--- config.mk ---
export PLATFORM = sky130hd
export DESIGN_NAME = drd_decode
export DESIGN_NICKNAME = d
export VERILOG_FILES = /design/src/rtl/drd_pkg.sv /design/src/rtl/drd_decode.sv /design/src/rtl/drd_sync.sv
export VERILOG_INCLUDE_DIRS = /design/src /design/src/rtl
export SDC_FILE = /design/constraint.sdc
export NUM_CORES = 1
export LEC_CHECK = 0
export BUFFER_PORTS_ARGS = -buffer_cell sky130_fd_sc_hd__buf_4
export CELL_PAD_IN_SITES_DETAIL_PLACEMENT = 1
export CELL_PAD_IN_SITES_GLOBAL_PLACEMENT = 1
export CORE_UTILIZATION = 45
export CTS_BUF_LIST = sky130_fd_sc_hd__clkbuf_16
export CTS_CLUSTER_SIZE = 10
export DETAILED_ROUTE_END_ITERATION = 16
export GPL_TIMING_DRIVEN = 0
export PLACE_DENSITY_LB_ADDON = 0.15
export SYNTH_ARGS = -nofsm -noshare
export SYNTH_HDL_FRONTEND = slang
export SYNTH_SLANG_ARGS = --single-unit
--- constraint.sdc ---
create_clock -name mclk -period 6.65 [get_ports mclk]
set_input_delay 0.9975 -clock mclk [delete_from_list [all_inputs] [get_ports mclk]]
set_output_delay 0.9975 -clock mclk [all_outputs]
set_load 0.005 [all_outputs]
--- src/rtl/drd_regs.svh ---
// Constants for the dual bus ram address decode block
`ifndef DRD_REGS_SVH
`define DRD_REGS_SVH
// ----------------------------------------
// Register bus map
// ----------------------------------------
`define DRD_OFF_CONFIG 12'h000
`define DRD_OFF_STATUS 12'h004
`define DRD_OFF_ECCCTL 12'h008
`define DRD_OFF_ECCERR 12'h00C
`define DRD_OFF_IRQRTE 12'h010
// ----------------------------------------
// Config register fields
// ----------------------------------------
`define DRD_CFG_BASE_LSB 0
`define DRD_CFG_BASE_MSB 7
`define DRD_CFG_PAGE_LSB 8
`define DRD_CFG_PAGE_MSB 9
`define DRD_CFG_CAP_LSB 10
`define DRD_CFG_CAP_MSB 11
`define DRD_CFG_LBASE_LSB 12
`define DRD_CFG_LBASE_MSB 14
`define DRD_CFG_RANGE_LSB 16
`define DRD_CFG_RANGE_MSB 17
`define DRD_CFG_IOCOL_LSB 20
`define DRD_CFG_IOCOL_MSB 21
`define DRD_CFG_IOROW_LSB 22
`define DRD_CFG_IOROW_MSB 23
`define DRD_CFG_SYSONLY 24
`define DRD_CFG_SLOW 25
// Default: base 0, page 0, small build, local base 0, range X, I/O 01C0, fast
`define DRD_CFG_RESET 32'h0000_0000
// ----------------------------------------
// Interrupt routing fields
// ----------------------------------------
`define DRD_RTE_SYS_LSB 0
`define DRD_RTE_SYS_MSB 3
`define DRD_RTE_LOC_LSB 4
`define DRD_RTE_LOC_MSB 7
// Sys level 5 enabled, local unconnected
`define DRD_RTE_RESET 32'h0000_000D
`define DRD_RTE_EN 3
// ----------------------------------------
// Decode figures
// ----------------------------------------
`define DRD_BLK_SMALL 9'h008
`define DRD_BLK_MID 9'h010
`define DRD_BLK_LARGE 9'h020
`define DRD_LBLK_SMALL 8'h02
`define DRD_LBLK_MID 8'h04
`define DRD_LBLK_LARGE 8'h08
`define DRD_RANGE_STEP 8'h0E
`define DRD_RANGE_W_STEP 8'h01
// Port address bits 11:1 (digits 1C0 without the lowest bit)
`define DRD_IO_LOW 11'h0E0
`define DRD_LVL_COUNT 8
`define DRD_ZERO32 32'h0000_0000
`endif

--- src/rtl/drd_pkg.sv ---
// Types for the dual bus ram address decode block
package drd_pkg;
  // Board capacity builds
  typedef enum logic [1:0] {
    DRD_CAP_SMALL = 2'b00,
    DRD_CAP_MID = 2'b01,
    DRD_CAP_LARGE = 2'b10,
    DRD_CAP_RSVD = 2'b11
  } drd_cap_t;
  // Local range select positions
  typedef enum logic [1:0] {
    DRD_RNG_X = 2'b00,
    DRD_RNG_Y = 2'b01,
    DRD_RNG_Z = 2'b10,
    DRD_RNG_W = 2'b11
  } drd_range_t;
  // Bus slave phase
  typedef enum logic [0:0] {
    DRD_PH_IDLE = 1'b0,
    DRD_PH_DONE = 1'b1
  } drd_phase_t;
endpackage : drd_pkg

--- src/rtl/drd_decode.sv ---
// Dual bus ram address decode, strap config and interrupt routing
//
// The register offsets and the APB slave port were chosen for this implementation.
`timescale 1ns/100ps
`include "drd_regs.svh"
module drd_decode (
  input wire logic mclk,
  input wire logic reset,
  // APB slave
  input wire logic psel,
  input wire logic penable,
  input wire logic pwrite,
  input wire logic [11:0] paddr,
  input wire logic [31:0] pwdata,
  output logic [31:0] prdata,
  output logic pready,
  output logic pslverr,
  // System bus address and strobe
  input wire logic [23:0] sysAddr,
  input wire logic sysMemReq,
  input wire logic [15:0] sysIoAddr,
  input wire logic sysIoReq,
  // Local extension bus upper address and strobe
  input wire logic [7:0] localAddrHigh,
  input wire logic localAddrStrobe,
  // Power supply protect, async pin
  input wire logic memory_protect_n,
  // ECC event pulses per bus
  input wire logic sysEccEvent,
  input wire logic localEccEvent,
  // Decode outputs
  output logic sysMemHit,
  output logic [7:0] sysBlockOffset,
  output logic localMemHit,
  output logic ioPortHit,
  output logic localSlowMode,
  output logic [7:0] intLevel,
  output logic indicatorLed
);
  // ----------------------------------------
  // Register state
  // ----------------------------------------
  logic [31:0] cfg_r; // Strap image, software set
  logic [31:0] eccCtl_r; // ECC control status register storage
  logic [31:0] eccErr_r; // ECC error status register storage
  logic [31:0] route_r; // Interrupt routing
  logic sysIrq_r; // Sticky system bus ECC interrupt
  logic localIrq_r; // Sticky local bus ECC interrupt
  logic [31:0] prdata_r;
  drd_pkg::drd_phase_t phase_r;
  // Filtered protect level, low means memory protected
  logic protectN;
  drd_sync uProtSync (
    .mclk(mclk),
    .reset(reset),
    .din(memory_protect_n),
    .dout(protectN)
  );
  // ----------------------------------------
  // Field decode
  // ----------------------------------------
  wire [7:0] sysBase = cfg_r[`DRD_CFG_BASE_MSB:`DRD_CFG_BASE_LSB];
  wire [1:0] pageSel = cfg_r[`DRD_CFG_PAGE_MSB:`DRD_CFG_PAGE_LSB];
  wire drd_pkg::drd_cap_t capSel = drd_pkg::drd_cap_t'(cfg_r[`DRD_CFG_CAP_MSB:`DRD_CFG_CAP_LSB]);
  wire [2:0] localPos = cfg_r[`DRD_CFG_LBASE_MSB:`DRD_CFG_LBASE_LSB];
  wire drd_pkg::drd_range_t rangeSel = drd_pkg::drd_range_t'(cfg_r[`DRD_CFG_RANGE_MSB:`DRD_CFG_RANGE_LSB]);
  wire [1:0] ioCol = cfg_r[`DRD_CFG_IOCOL_MSB:`DRD_CFG_IOCOL_LSB];
  wire [1:0] ioRow = cfg_r[`DRD_CFG_IOROW_MSB:`DRD_CFG_IOROW_LSB];
  wire sysOnly = cfg_r[`DRD_CFG_SYSONLY];
  // System window length in 16 KB blocks
  function automatic logic [8:0] sysBlocks(input drd_pkg::drd_cap_t c);
    case (c)
      drd_pkg::DRD_CAP_SMALL: sysBlocks = `DRD_BLK_SMALL;
      drd_pkg::DRD_CAP_MID: sysBlocks = `DRD_BLK_MID;
      default: sysBlocks = `DRD_BLK_LARGE;
    endcase
  endfunction : sysBlocks
  // Local window length in 64 KB blocks; doubles as base step
  function automatic logic [7:0] localBlocks(input drd_pkg::drd_cap_t c);
    case (c)
      drd_pkg::DRD_CAP_SMALL: localBlocks = `DRD_LBLK_SMALL;
      drd_pkg::DRD_CAP_MID: localBlocks = `DRD_LBLK_MID;
      default: localBlocks = `DRD_LBLK_LARGE;
    endcase
  endfunction : localBlocks
  // ----------------------------------------
  // System bus memory decode
  // ----------------------------------------
  wire [1:0] sysPage = sysAddr[23:22];
  wire [7:0] sysBlk = sysAddr[21:14];
  wire [8:0] blkDiff = {1'b0, sysBlk} - {1'b0, sysBase};
  wire pageMatch = (sysPage == pageSel);
  // Below base gives a negative difference, so no hit and no wrap
  wire sysInWindow = (sysBlk >= sysBase) && (blkDiff < sysBlocks(capSel));
  wire memAllowed = protectN;
  assign sysMemHit = sysMemReq && pageMatch && sysInWindow && memAllowed;
  assign sysBlockOffset = blkDiff[7:0];
  // ----------------------------------------
  // Local bus memory decode
  // ----------------------------------------
  // Base in 64 KB blocks: range offset plus position times step; range W uses the position alone
  wire [7:0] lStep = localBlocks(capSel);
  wire [7:0] posMul = 8'(lStep * {5'h00, localPos});
  wire [7:0] rngMul = 8'(lStep * `DRD_RANGE_STEP);
  // W range exists only on the large build (eight extra bases)
  wire rangeWOk = (capSel == drd_pkg::DRD_CAP_LARGE);
  logic [7:0] localBase;
  always_comb begin
    case (rangeSel)
      drd_pkg::DRD_RNG_X: localBase = posMul;
      drd_pkg::DRD_RNG_Y: localBase = 8'(posMul + (rngMul >> 1));
      drd_pkg::DRD_RNG_Z: localBase = 8'(posMul + rngMul);
      drd_pkg::DRD_RNG_W: localBase = 8'({5'h00, localPos} * `DRD_RANGE_W_STEP);
      default: localBase = posMul;
    endcase
  end
  wire [8:0] lDiff = {1'b0, localAddrHigh} - {1'b0, localBase};
  wire localInWindow = (localAddrHigh >= localBase) && (lDiff < {1'b0, lStep});
  wire localRangeOk = (rangeSel != drd_pkg::DRD_RNG_W) || rangeWOk;
  assign localMemHit = localAddrStrobe && !sysOnly && localInWindow && localRangeOk && memAllowed;
  assign localSlowMode = cfg_r[`DRD_CFG_SLOW];
  // ----------------------------------------
  // I/O port decode
  // ----------------------------------------
  // Top digit from lines F..C: 0,4,8,C; low digit 0 or 1
  wire [3:0] ioTop = {ioRow, 2'b00};
  wire [15:0] ioMatch = {ioTop, `DRD_IO_LOW, ioCol[0]};
  wire ioUserCol = ioCol[1]; // Column reserved for reprogrammed logic
  assign ioPortHit = sysIoReq && !ioUserCol && (sysIoAddr == ioMatch);
  // ----------------------------------------
  // APB decode
  // ----------------------------------------
  wire apbAccess = psel && penable && (phase_r == drd_pkg::DRD_PH_IDLE);
  // Writes land only at the edge where the master sees ready
  wire apbWr = psel && penable && pready && pwrite;
  wire apbRd = apbAccess && !pwrite;
  wire selCfg = (paddr == `DRD_OFF_CONFIG);
  wire selSts = (paddr == `DRD_OFF_STATUS);
  wire selCtl = (paddr == `DRD_OFF_ECCCTL);
  wire selErr = (paddr == `DRD_OFF_ECCERR);
  wire selRte = (paddr == `DRD_OFF_IRQRTE);
  wire selAny = selCfg || selSts || selCtl || selErr || selRte;
  // Status word shows live interrupt and protect state
  wire [31:0] statusWord = {28'h0000000, !protectN, indicatorLed, localIrq_r, sysIrq_r};
  wire [31:0] rdMux = selCfg ? cfg_r :
                      selSts ? statusWord :
                      selCtl ? eccCtl_r :
                      selErr ? eccErr_r :
                      selRte ? route_r : `DRD_ZERO32;
  // One wait state: answer in the cycle after the first access cycle
  assign pready = (phase_r == drd_pkg::DRD_PH_DONE);
  assign pslverr = pready && !selAny;
  assign prdata = prdata_r;
  // Phase tracker for the APB wait state
  always_ff @(posedge mclk or posedge reset) begin
    if (reset) begin
      phase_r <= drd_pkg::DRD_PH_IDLE;
    end else if (apbAccess) begin
      phase_r <= drd_pkg::DRD_PH_DONE;
    end else begin
      phase_r <= drd_pkg::DRD_PH_IDLE;
    end
  end
  // Read data capture
  always_ff @(posedge mclk or posedge reset) begin
    if (reset) begin
      prdata_r <= `DRD_ZERO32;
    end else if (apbRd) begin
      prdata_r <= rdMux;
    end
  end
  // Config, control and routing writes
  always_ff @(posedge mclk or posedge reset) begin
    if (reset) begin
      cfg_r <= `DRD_CFG_RESET;
      eccCtl_r <= `DRD_ZERO32;
      eccErr_r <= `DRD_ZERO32;
      route_r <= `DRD_RTE_RESET;
    end else if (apbWr) begin
      if (selCfg) begin
        cfg_r <= pwdata;
      end
      if (selCtl) begin
        eccCtl_r <= pwdata;
      end
      if (selErr) begin
        eccErr_r <= pwdata;
      end
      if (selRte) begin
        route_r <= pwdata;
      end
    end
  end
  // ----------------------------------------
  // Interrupt flags and routing
  // ----------------------------------------
  // Write one to the two interrupt status bits clears; a new event wins over the clear
  wire clrSys = apbWr && selSts && pwdata[0];
  wire clrLoc = apbWr && selSts && pwdata[1];
  always_ff @(posedge mclk or posedge reset) begin
    if (reset) begin
      sysIrq_r <= 1'b0;
      localIrq_r <= 1'b0;
    end else begin
      sysIrq_r <= sysEccEvent || (sysIrq_r && !clrSys);
      localIrq_r <= localEccEvent || (localIrq_r && !clrLoc);
    end
  end
  wire [2:0] sysLvl = route_r[`DRD_RTE_SYS_MSB-1:`DRD_RTE_SYS_LSB];
  wire sysEn = route_r[`DRD_RTE_SYS_LSB+`DRD_RTE_EN];
  wire [2:0] locLvl = route_r[`DRD_RTE_LOC_MSB-1:`DRD_RTE_LOC_LSB];
  wire locEn = route_r[`DRD_RTE_LOC_LSB+`DRD_RTE_EN];
  // Each level line ORs both sources; same level loses bus identity
  genvar gi;
  generate
    for (gi = 0; gi < `DRD_LVL_COUNT; gi = gi + 1) begin : gLevel
      assign intLevel[gi] = (sysIrq_r && sysEn && (sysLvl == gi)) ||
                            (localIrq_r && locEn && (locLvl == gi));
    end
  endgenerate
  // Lamp follows any pending interrupt, routed or not
  assign indicatorLed = sysIrq_r || localIrq_r;
endmodule : drd_decode

--- src/rtl/drd_sync.sv ---
// Three-stage synchroniser with agreement filter
`timescale 1ns/100ps
module drd_sync (
  input wire logic mclk,
  input wire logic reset,
  input wire logic din,
  output logic dout
);
  // Stage flops; stage one is read only by stage two
  logic s1R;
  logic s2R;
  logic s3R;
  logic dout_r;
  // Shift chain plus filtered output
  always_ff @(posedge mclk or posedge reset) begin
    if (reset) begin
      s1R <= 1'b0;
      s2R <= 1'b0;
      s3R <= 1'b0;
      dout_r <= 1'b0;
    end else begin
      s1R <= din;
      s2R <= s1R;
      s3R <= s2R;
      // Change counts once stages two and three agree
      if (s2R == s3R) begin
        dout_r <= s3R;
      end
    end
  end
  assign dout = dout_r;
endmodule : drd_sync

==> results of run 1 <==
[cell type report]
| class | count | share of cell area [%] |
|---|---|---|
| Buffer | 37 | 2.077 |
| Clock buffer | 17 | 3.924 |
| Clock inverter | 15 | 1.269 |
| Inverter | 37 | 1.350 |
| Multi-Input combinational cell | 521 | 39.57 |
| Sequential cell | 167 | 38.58 |
| Tap cell | 260 | 3.001 |
| Timing Repair Buffer | 145 | 10.23 |
[per-layer routing]
metal	vias to the layer above	GRT usage, %	wire length [um]
met4	0	6.452	251
li1	3143	-	-
met3	18	4.475	1140
met2	194	46.70	13100
met1	3611	33.74	10770
met5	-	0	0
[registers in the layout (all words and copies together) (netlist names)]
register        count
route_r            32
pready              1
localIrq_r          1
uProtSync.s1R       1
eccCtl_r           32
uProtSync.s2R       1
eccErr_r           32
prdata             32
cfg_r              32
uProtSync.s3R       1
uProtSync.dout      1
sysIrq_r            1
[kinds of logic after synthesis]
logic type	Yosys count	share of synthesized area [%]
mux	125	16.09
xor+xnor	18	1.787
buf+inv	75	4.170
compound gates	154	12.44
fa+ha+maj	47	7.149
flops	167	47.42
simple gates	177	10.95
[synth_stat cells (10+ instances only)]
cell type | count | area, um^2
nand2_1 | 54 | 202.7
a222oi_1 | 28 | 280.3
o22ai_1 | 10 | 62.56
a31oi_1 | 31 | 193.9
xor2_1 | 11 | 96.34
a21oi_1 | 17 | 85.08
clkbuf_1 | 14 | 52.55
mux2_2 | 114 | 1284
nor3_1 | 10 | 50.05
nor2_1 | 41 | 153.9
mux2_1 | 10 | 112.6
o21ai_0 | 24 | 120.1
dfrtp_1 | 164 | 4104
inv_1 | 37 | 138.9
ha_1 | 40 | 500.5
[cell usage in the layout (no fill, tap or decap), types with 5 or more instances in the layout]
cell and instances:
dfrtp_1 164, buf_4 152, mux2_2 114, nand2_1 54
nor2_1 40, ha_1 40, inv_1 38, a31oi_1 31
a222oi_1 28, o21ai_0 24, a21oi_1 17, clkbuf_16 17
clkbuf_1 13, xor2_1 11, mux2_1 10, o22ai_1 10
nor3_1 9, a21o_1 9, nor2b_1 8, and2_1 8
xnor2_1 7, nand2b_1 7, a211oi_1 7, buf_2 6
buf_6 6, fa_1 6, and4_1 5, clkinv_2 5
[stage by stage]
stage | cell area [um^2] | util (%) | instances | setup WS [ps]
final | 10840 | 57.19 | 1199 | 271.6
after global routing | 10840 | 57.19 | 1199 | 5.052
after detailed placement | 10250 | 54.06 | 1166 | 297.5
after global placement | 10210 | 53.87 | 1165 | -411.0
after floorplan | 8821 | - | 763 | 1139
after CTS | 10810 | 57.04 | 1198 | 29.70
[worst paths after layout]
path                                                  to                    start  slack (ps)
worst min-delay path             uProtSync.s2R$_DFF_PP0_  uProtSync.s1R$_DFF_PP0_         350
worst max register to register  eccCtl_r[11]$_DFFE_PP0P_         pready$_DFF_PP0_        4100
worst min register to register   uProtSync.s2R$_DFF_PP0_  uProtSync.s1R$_DFF_PP0_         350
worst max-delay path                         localMemHit    cfg_r[11]$_DFFE_PP0P_         270
min in group asynchronous         prdata[20]$_DFFE_PP0P_                    reset         520
max in group asynchronous        uProtSync.s1R$_DFF_PP0_                    reset        5210
[power groups by stage]
stage / registers (mW) / logic (mW) / clock network (mW)
2_1_floorplan: 1.09 / 0.0886 / 0
3_3_place_gp: 1.10 / 0.218 / 0
3_5_place_dp: 1.10 / 0.234 / 0
4_1_cts: 1.08 / 0.236 / 0.969
5_1_grt: 1.08 / 0.258 / 1.00
6_report: 1.08 / 0.233 / 0.952
[timing repair]
action,in CTS,in global routing
pin swaps,0,1
hold buffers,0,0
endpoints found under the hold margin,0,0
resized for setup,1,3
buffers inserted,0,2
setup endpoints to repair,1,1
==> flow_summary.toml, run 1 <==
[cts]
clk_pin_slew_ps = 60
cts_tree = "built"
clk_latency_ps = 430
cts_made_buffers = 17
cts.sinks = 167
cts.htree.levels = 4
cts_root_buf = "clkbuf_16"
clockBufferDepth = 2

[setup_path]
cp-start-kind = "register"
path_buf_inv = 1
reg2regPathDepth = 4
cp_top_family = "adder cells"
path_depth = 17
end_kind = "primary output"
worstPathCellList = "nor2_4, and2_1, fa_1, ha_1, fa_1, xor2_1, ha_1, a21o_1, a21oi_1, nor4b_1, a41oi_1, a22o_1, ha_1, or3_1, or3_1, a21oi_1, buf_4"
cp_data_required_time_ps = 5650
critical_path_arrival_ps = 5380
cp_slowest_stage_delay_ps = 640
cp_slowest_cell = "dfrtp_1"
path_class = "register to primary output"
crit_top_cell = "ha_1"
cp_max_fo = 10

[global_routing]
grt_max_degree = 140
overflow = 0
grtUsageTotal_pct = 26.47
first_global_vias = 7653
grt_antenna_before_repair = 0
grt_pass1_wl_um = 40940

[finish]
fin_nets = 1075
final-seq-area_um2 = 4183
diodes = 0
fillers = 2045
layout-drive-gt1-share_pct = 35.46
multi_input_area_um2 = 4290
area_growth_pct = 22.91

[placed_design]
portBuffers = 142
hpwl_um = 18280
gp_congestion = 0.8140

[logic_synthesis]
synthArstFlopShare_pct = 100.0
ys_seq_area_share_pct = 47.42
synth_edf_count = 0
synth_cells = 763
synth_cell_type_count = 68
avgSynthCellArea_um2 = 11.56
yosys_register_bits = 167
syn_area_um2 = 8821
syn_nets = 912
yosys_most_used_dff = "dfrtp_1"
yosys_warnings = 0

[pwr]
p_leak_nw = 5.173
power_frac_seq_pct = 47.6
ir_worst_vdd_v = 0.0002047
pwr_density_cell_nw_per_um2 = 208.7
p_sw_uw = 545.0
combPwrFrac_pct = 10.3
p_sw_share_pct = 24.09
p_clk_share_pct = 42.1
intPower_mw = 1.717
power_mw = 2.262

[timing]
period_share_pct = 95.92
fmax_ghz = 0.1568
setup_viol = 0
slew_headroom_pct = 35.13
timing_hold_violations_final = 0
whs_ps = 349.1
fin_crit_ps = 6378
tightestPinTransition_ps = 967.8
rsz0062_at_grt = "no"
slew_violations = 0
fin_skew_ps = 9.847
setup_tns_ps = 0

[job]
cap_viol_max_count = 0

[floorplanning]
die_area_um2 = 20170
ios = 158
fp.dieW_um = 142.0
core_um2 = 18960
die_h_um = 142.0
start_util_pct = 46.53
row_count = 50

[run_status]
status = "complete, no violations"

[detailed_routing]
vias = 6966
via_per_inst = 5.810
first_iter_violations = 396
first_pass_iters = 6
wl_per_cell_um = 21.07
drtAntennaViolNets = 0
post-route-drc-count = 0
wirelength_um = 25260

[hold_path]
min_path_type = "register to register"
whs_path_depth = 0
No activity file was read; power rests on OpenSTA's default activity.
==> run 2: changes to the inputs <==
--- a/config.mk
+++ b/config.mk
@@ -7,5 +7,5 @@
 export NUM_CORES = 1
 export LEC_CHECK = 0
-export BUFFER_PORTS_ARGS = -buffer_cell sky130_fd_sc_hd__buf_4
+export BUFFER_PORTS_ARGS = -buffer_cell sky130_fd_sc_hd__buf_2
 export CELL_PAD_IN_SITES_DETAIL_PLACEMENT = 1
 export CELL_PAD_IN_SITES_GLOBAL_PLACEMENT = 1
@@ -15,5 +15,5 @@
 export DETAILED_ROUTE_END_ITERATION = 16
 export GPL_TIMING_DRIVEN = 0
-export PLACE_DENSITY_LB_ADDON = 0.15
+export PLACE_DENSITY_LB_ADDON = 0.25
 export SYNTH_ARGS = -nofsm -noshare
 export SYNTH_HDL_FRONTEND = slang
==> constraint.sdc (replaced) <==
create_clock -name mclk -period 6.65 [get_ports mclk]
set_input_delay 0.9975 -clock mclk [delete_from_list [all_inputs] [get_ports mclk]]
set_output_delay 0.9975 -clock mclk [all_outputs]
set_load 0.05 [all_outputs]
==> flow_summary.toml, run 2 (same netlist as run 1, synthesis figures left out) <==
[floorplanning]
ios = 158
core_um2 = 18960
row_count = 50
die_h_um = 142.0
start_util_pct = 46.53
die_area_um2 = 20170
fp.dieW_um = 142.0

[pwr]
power_mw = 2.321
p_leak_nw = 5.045
pwr_density_cell_nw_per_um2 = 221.8
ir_worst_vdd_v = 0.0001990

[global_routing]
first_global_vias = 7408
grtUsageTotal_pct = 25.56
overflow = 0
grt_antenna_before_repair = 3
grt_max_degree = 129
grt_pass1_wl_um = 39410

[job]
cap_viol_max_count = 0

[cts]
cts_made_buffers = 17
cts.sinks = 167
cts_root_buf = "clkbuf_16"
clockBufferDepth = 2
clk_pin_slew_ps = 70
hold_buffers = 0
cts_tree = "built"
cts.htree.levels = 4
clk_latency_ps = 430

[setup_path]
cp_max_fo = 7
cp_slowest_cell = "dfrtp_1"
end_kind = "primary output"
cp_data_required_time_ps = 5650
path_class = "register to primary output"
cp-start-kind = "register"
cp_slowest_stage_delay_ps = 500
critical_path_arrival_ps = 5330
crit_top_cell = "ha_1"
worstPathCellList = "nor2b_4, and2_1, fa_1, ha_1, fa_1, xor2_1, ha_1, a21o_1, a21oi_1, nor4b_1, a41oi_1, a22o_1, ha_1, or3_1, or3_1, a21oi_1, buf_2"

[detailed_routing]
first_pass_iters = 6
wl_per_cell_um = 20.15
vias = 6875
first_iter_violations = 370
wirelength_um = 24180
drtAntennaViolNets = 0
via_per_inst = 5.729
post-route-drc-count = 0

[placed_design]
pre_cts_slack_ps = 291.2
hpwl_um = 17210
portBuffers = 142
gp_congestion = 0.7907
dpl_cell_area_um2 = 9892

[timing]
setup_tns_ps = 0
fin_crit_ps = 6325
slew_headroom_pct = 41.58
fin_skew_ps = 15.60
fmax_ghz = 0.1581
slew_violations = 0
timing_hold_violations_final = 0
tightestPinTransition_ps = 872.5
period_share_pct = 95.12
setup_viol = 0
rsz0062_at_grt = "no"
worst_slack_ps = 324.7

[hold_path]
min_path_type = "register to register"

[finish]
fillers = 2055
final-seq-area_um2 = 4183
multi_input_area_um2 = 4290
fin_nets = 1075
layout_common_cells = "164 x dfrtp_1, 148 x buf_2, 114 x mux2_2"
area_growth_pct = 18.62
final_common_cell = "dfrtp_1"
finish.instance_area_um2 = 10460
layout-drive-gt1-share_pct = 35.25

[run_status]
status = "complete, no violations"
-- run 2: changes by cell type in the layout (fill, tap and decap cells not counted), moves of 2 or more --
cell	delta
clkinv_1	+3
clkinv_2	-2
buf_4	-142
buf_2	+142
-- run 2: cell type report --
class                           instances  share of cell area, %
Multi-Input combinational cell        521                  41.00
Sequential cell                       167                  39.97
Timing Repair Buffer                  145                  7.198
Clock buffer                           17                  4.066
Tap cell                              260                  3.109
Buffer                                 37                  2.152
Inverter                               37                  1.399
Clock inverter                         15                  1.076
Antenna cell                            1                0.02391
-- run 2: critical path, delay by kind of cell (launching register included) --
kind | cells | cell delay, ps
adder cells (fa/ha/maj) | 5 | 1690
AND/OR/NAND/NOR | 5 | 1360
AO/OA/AOI/OAI | 5 | 820
flip-flops | 1 | 500
XOR/XNOR | 1 | 270
buffers and inverters | 1 | 270
-- run 2: path summary, 6_finish.rpt --
path / startpoint / to / slack [ps] / depth (start not counted)
worst min-delay path: uProtSync.s1R$_DFF_PP0_ / uProtSync.s2R$_DFF_PP0_ / 360 / 0
min in group asynchronous: reset / eccCtl_r[22]$_DFFE_PP0P_ / 540 / 2
worst max register to register: pready$_DFF_PP0_ / eccCtl_r[13]$_DFFE_PP0P_ / 4070 / 4
max in group asynchronous: reset / route_r[8]$_DFFE_PP0P_ / 5200 / 3
worst max-delay path: cfg_r[10]$_DFFE_PP0P_ / localMemHit / 320 / 17
worst min register to register: uProtSync.s1R$_DFF_PP0_ / uProtSync.s2R$_DFF_PP0_ / 360 / 0
-- run 2: timing repair --
item / in CTS / in global routing
resized for setup: 2 / 2
endpoints found under the setup margin: 1 / 1
setup buffers: 0 / 2
cloned: 0 / 0
pin swaps: 0 / 1
-- run 2: power breakdown --
group          switching [mW]  internal (mW)
Clock                   0.408          0.507
Sequential             0.0258           1.05
Combinational           0.242         0.0861
-- run 2: per-layer routing --
layer | global-route usage, % | wire [um] | up-vias | share of wire, %
li1 | - | - | 3149 | -
met4 | 6.338 | 255 | 6 | 1.1
met3 | 5.283 | 1165 | 25 | 4.8
met1 | 32.96 | 10570 | 3509 | 44
met5 | 0 | 34 | - | 0.14
met2 | 43.86 | 12160 | 186 | 50
-- run 2: per-stage QoR --
step,instances,util [%],hold slack (ps)
3_3_place_gp,1165,52.00,333.8
6_report,1200,55.20,363.9
4_1_cts,1198,55.05,370.3
2_1_floorplan,763,-,331.2
5_1_grt,1199,55.19,376.2
3_5_place_dp,1166,52.18,362.3
==> run 3: changes to the inputs <==
Settings changed: CTS_BUF_LIST sky130_fd_sc_hd__clkbuf_16 to default, PLACE_DENSITY from default to 0.78, PLACE_DENSITY_LB_ADDON 0.25 to default.
==> flow_summary.toml, run 3 (same netlist as run 1, synthesis figures left out) <==
[detailed_routing]
first_iter_violations = 393
m1WireLength_um = 10990
wl_per_cell_um = 20.49
first_pass_iters = 5
post-route-drc-count = 0
route.met2.wl_um = 12320
via_per_inst = 5.779
highest_layer = "met5"
vias = 6941
wirelength_um = 24610
drtAntennaViolNets = 0
wl_met3_um = 1047

[floorplanning]
row_count = 50
start_util_pct = 46.53
die_area_um2 = 20170
ios = 158
core_um2 = 18960
fp.dieW_um = 142.0
die_h_um = 142.0

[timing]
tightestPinTransition_ps = 881.9
period_share_pct = 94.69
slew_violations = 0
fmax_ghz = 0.1588
timing_hold_violations_final = 0
setup_viol = 0
rsz0062_at_grt = "no"
fin_skew_ps = 7.908
fin_crit_ps = 6297
slew_headroom_pct = 40.95

[cts]
cts.sinks = 167
cts_root_buf = "clkbuf_16"
clk_latency_ps = 430
cts_tree = "built"
clockBufferDepth = 2
clk_pin_slew_ps = 60
cts_made_buffers = 17
hold_buffers = 0
cts.htree.levels = 4

[finish]
layout-drive-gt1-share_pct = 35.81
area_growth_pct = 19.62
final_common_cell = "dfrtp_1"
utilization_pct = 55.66
layout_common_cells = "164 x dfrtp_1, 149 x buf_2, 114 x mux2_2"
fin_nets = 1077
diodes = 0

[setup_path]
end_kind = "primary output"
critical_path_arrival_ps = 5300
cp_max_fo = 10
path_class = "register to primary output"
cp_data_required_time_ps = 5650
cp-start-kind = "register"

[global_routing]
grt_pass1_wl_um = 39830
grtUsageTotal_pct = 25.93
grt_antenna_before_repair = 2
grt_max_degree = 90
first_global_vias = 7350
overflow = 0

[pwr]
pwr_density_cell_nw_per_um2 = 232.1
ir_worst_vdd_v = 0.0001912
p_leak_nw = 5.093
power_mw = 2.449

[job]
cap_viol_max_count = 0

[run_status]
status = "complete, no violations"

[hold_path]
min_path_type = "register to register"

[placed_design]
gp_congestion = 0.7868
hpwl_um = 17410
portBuffers = 142
run 3: layout make-up:
cell class,instances,area (um^2)
Fill cell,2073,8404
Multi-Input combinational cell,521,4285
Sequential cell,167,4183
Timing Repair Buffer,147,765.7
Clock buffer,19,452.9
Tap cell,260,325.3
Buffer,37,225.2
Clock inverter,13,167.7
Inverter,37,146.4
run 3: where the power goes:
group / internal (mW) / total [mW] / switching [mW]
clock network: 0.615 / 1.04 / 0.425
registers: 1.05 / 1.08 / 0.0255
logic: 0.0863 / 0.332 / 0.246
total: 1.75 / 2.45 / 0.696
run 3: repair_timing:
| item | in CTS | in global routing |
|---|---|---|
| pin swaps | 0 | 1 |
| endpoints found under the hold margin | 0 | 0 |
| buffers inserted | 0 | 3 |
| resized for setup | 1 | 3 |
| setup endpoints to repair | 1 | 1 |
run 3: worst max-delay path: stages, from the launching register on:
cell and delay (ps):
dfrtp_1 530, nor2b_4 260, and2_1 170, fa_1 410
ha_1 240, fa_1 380, xor2_1 280, ha_1 330
a21o_1 170, a21oi_1 160, nor4b_1 250, a41oi_1 90
a22o_1 230, ha_1 330, or3_1 310, or3_1 310
a21oi_1 140, buf_2 270
run 3: per-layer routing:
layer | track usage, % | up-vias
li1 | - | 3149
met1 | 34.05 | 3579
met2 | 44.43 | 186
met3 | 4.240 | 23
met4 | 6.961 | 4
met5 | 0 | -
run 3: worst paths after layout:
path | to | cells past startpoint | slack (ps) | startpoint
worst max-delay path | localMemHit | 17 | 350 | cfg_r[11]$_DFFE_PP0P_
worst min-delay path | uProtSync.s2R$_DFF_PP0_ | 0 | 350 | uProtSync.s1R$_DFF_PP0_
worst max register to register | eccCtl_r[14]$_DFFE_PP0P_ | 4 | 4220 | pready$_DFF_PP0_
worst min register to register | uProtSync.s2R$_DFF_PP0_ | 0 | 350 | uProtSync.s1R$_DFF_PP0_
max in group asynchronous | route_r[3]$_DFFE_PP1P_ | 3 | 5180 | reset
min in group asynchronous | cfg_r[20]$_DFFE_PP0P_ | 2 | 630 | reset
run 3: per-stage QoR:
| stage | setup WS [ps] | instances | TNS (ps) | hold slack (ps) | cell area [um^2] |
|---|---|---|---|---|---|
| 2_1_floorplan | 518.3 | 763 | 0 | 331.2 | 8821 |
| 3_5_place_dp | 264.9 | 1166 | 0 | 337.1 | 9892 |
| 4_1_cts | 28.01 | 1198 | 0 | 351.8 | 10520 |
| 3_3_place_gp | -802.7 | 1165 | -129210 | 334.4 | 9857 |
| 6_report | 353.1 | 1201 | 0 | 350.4 | 10550 |
| 5_1_grt | 18.77 | 1201 | 0 | 368.0 | 10550 |
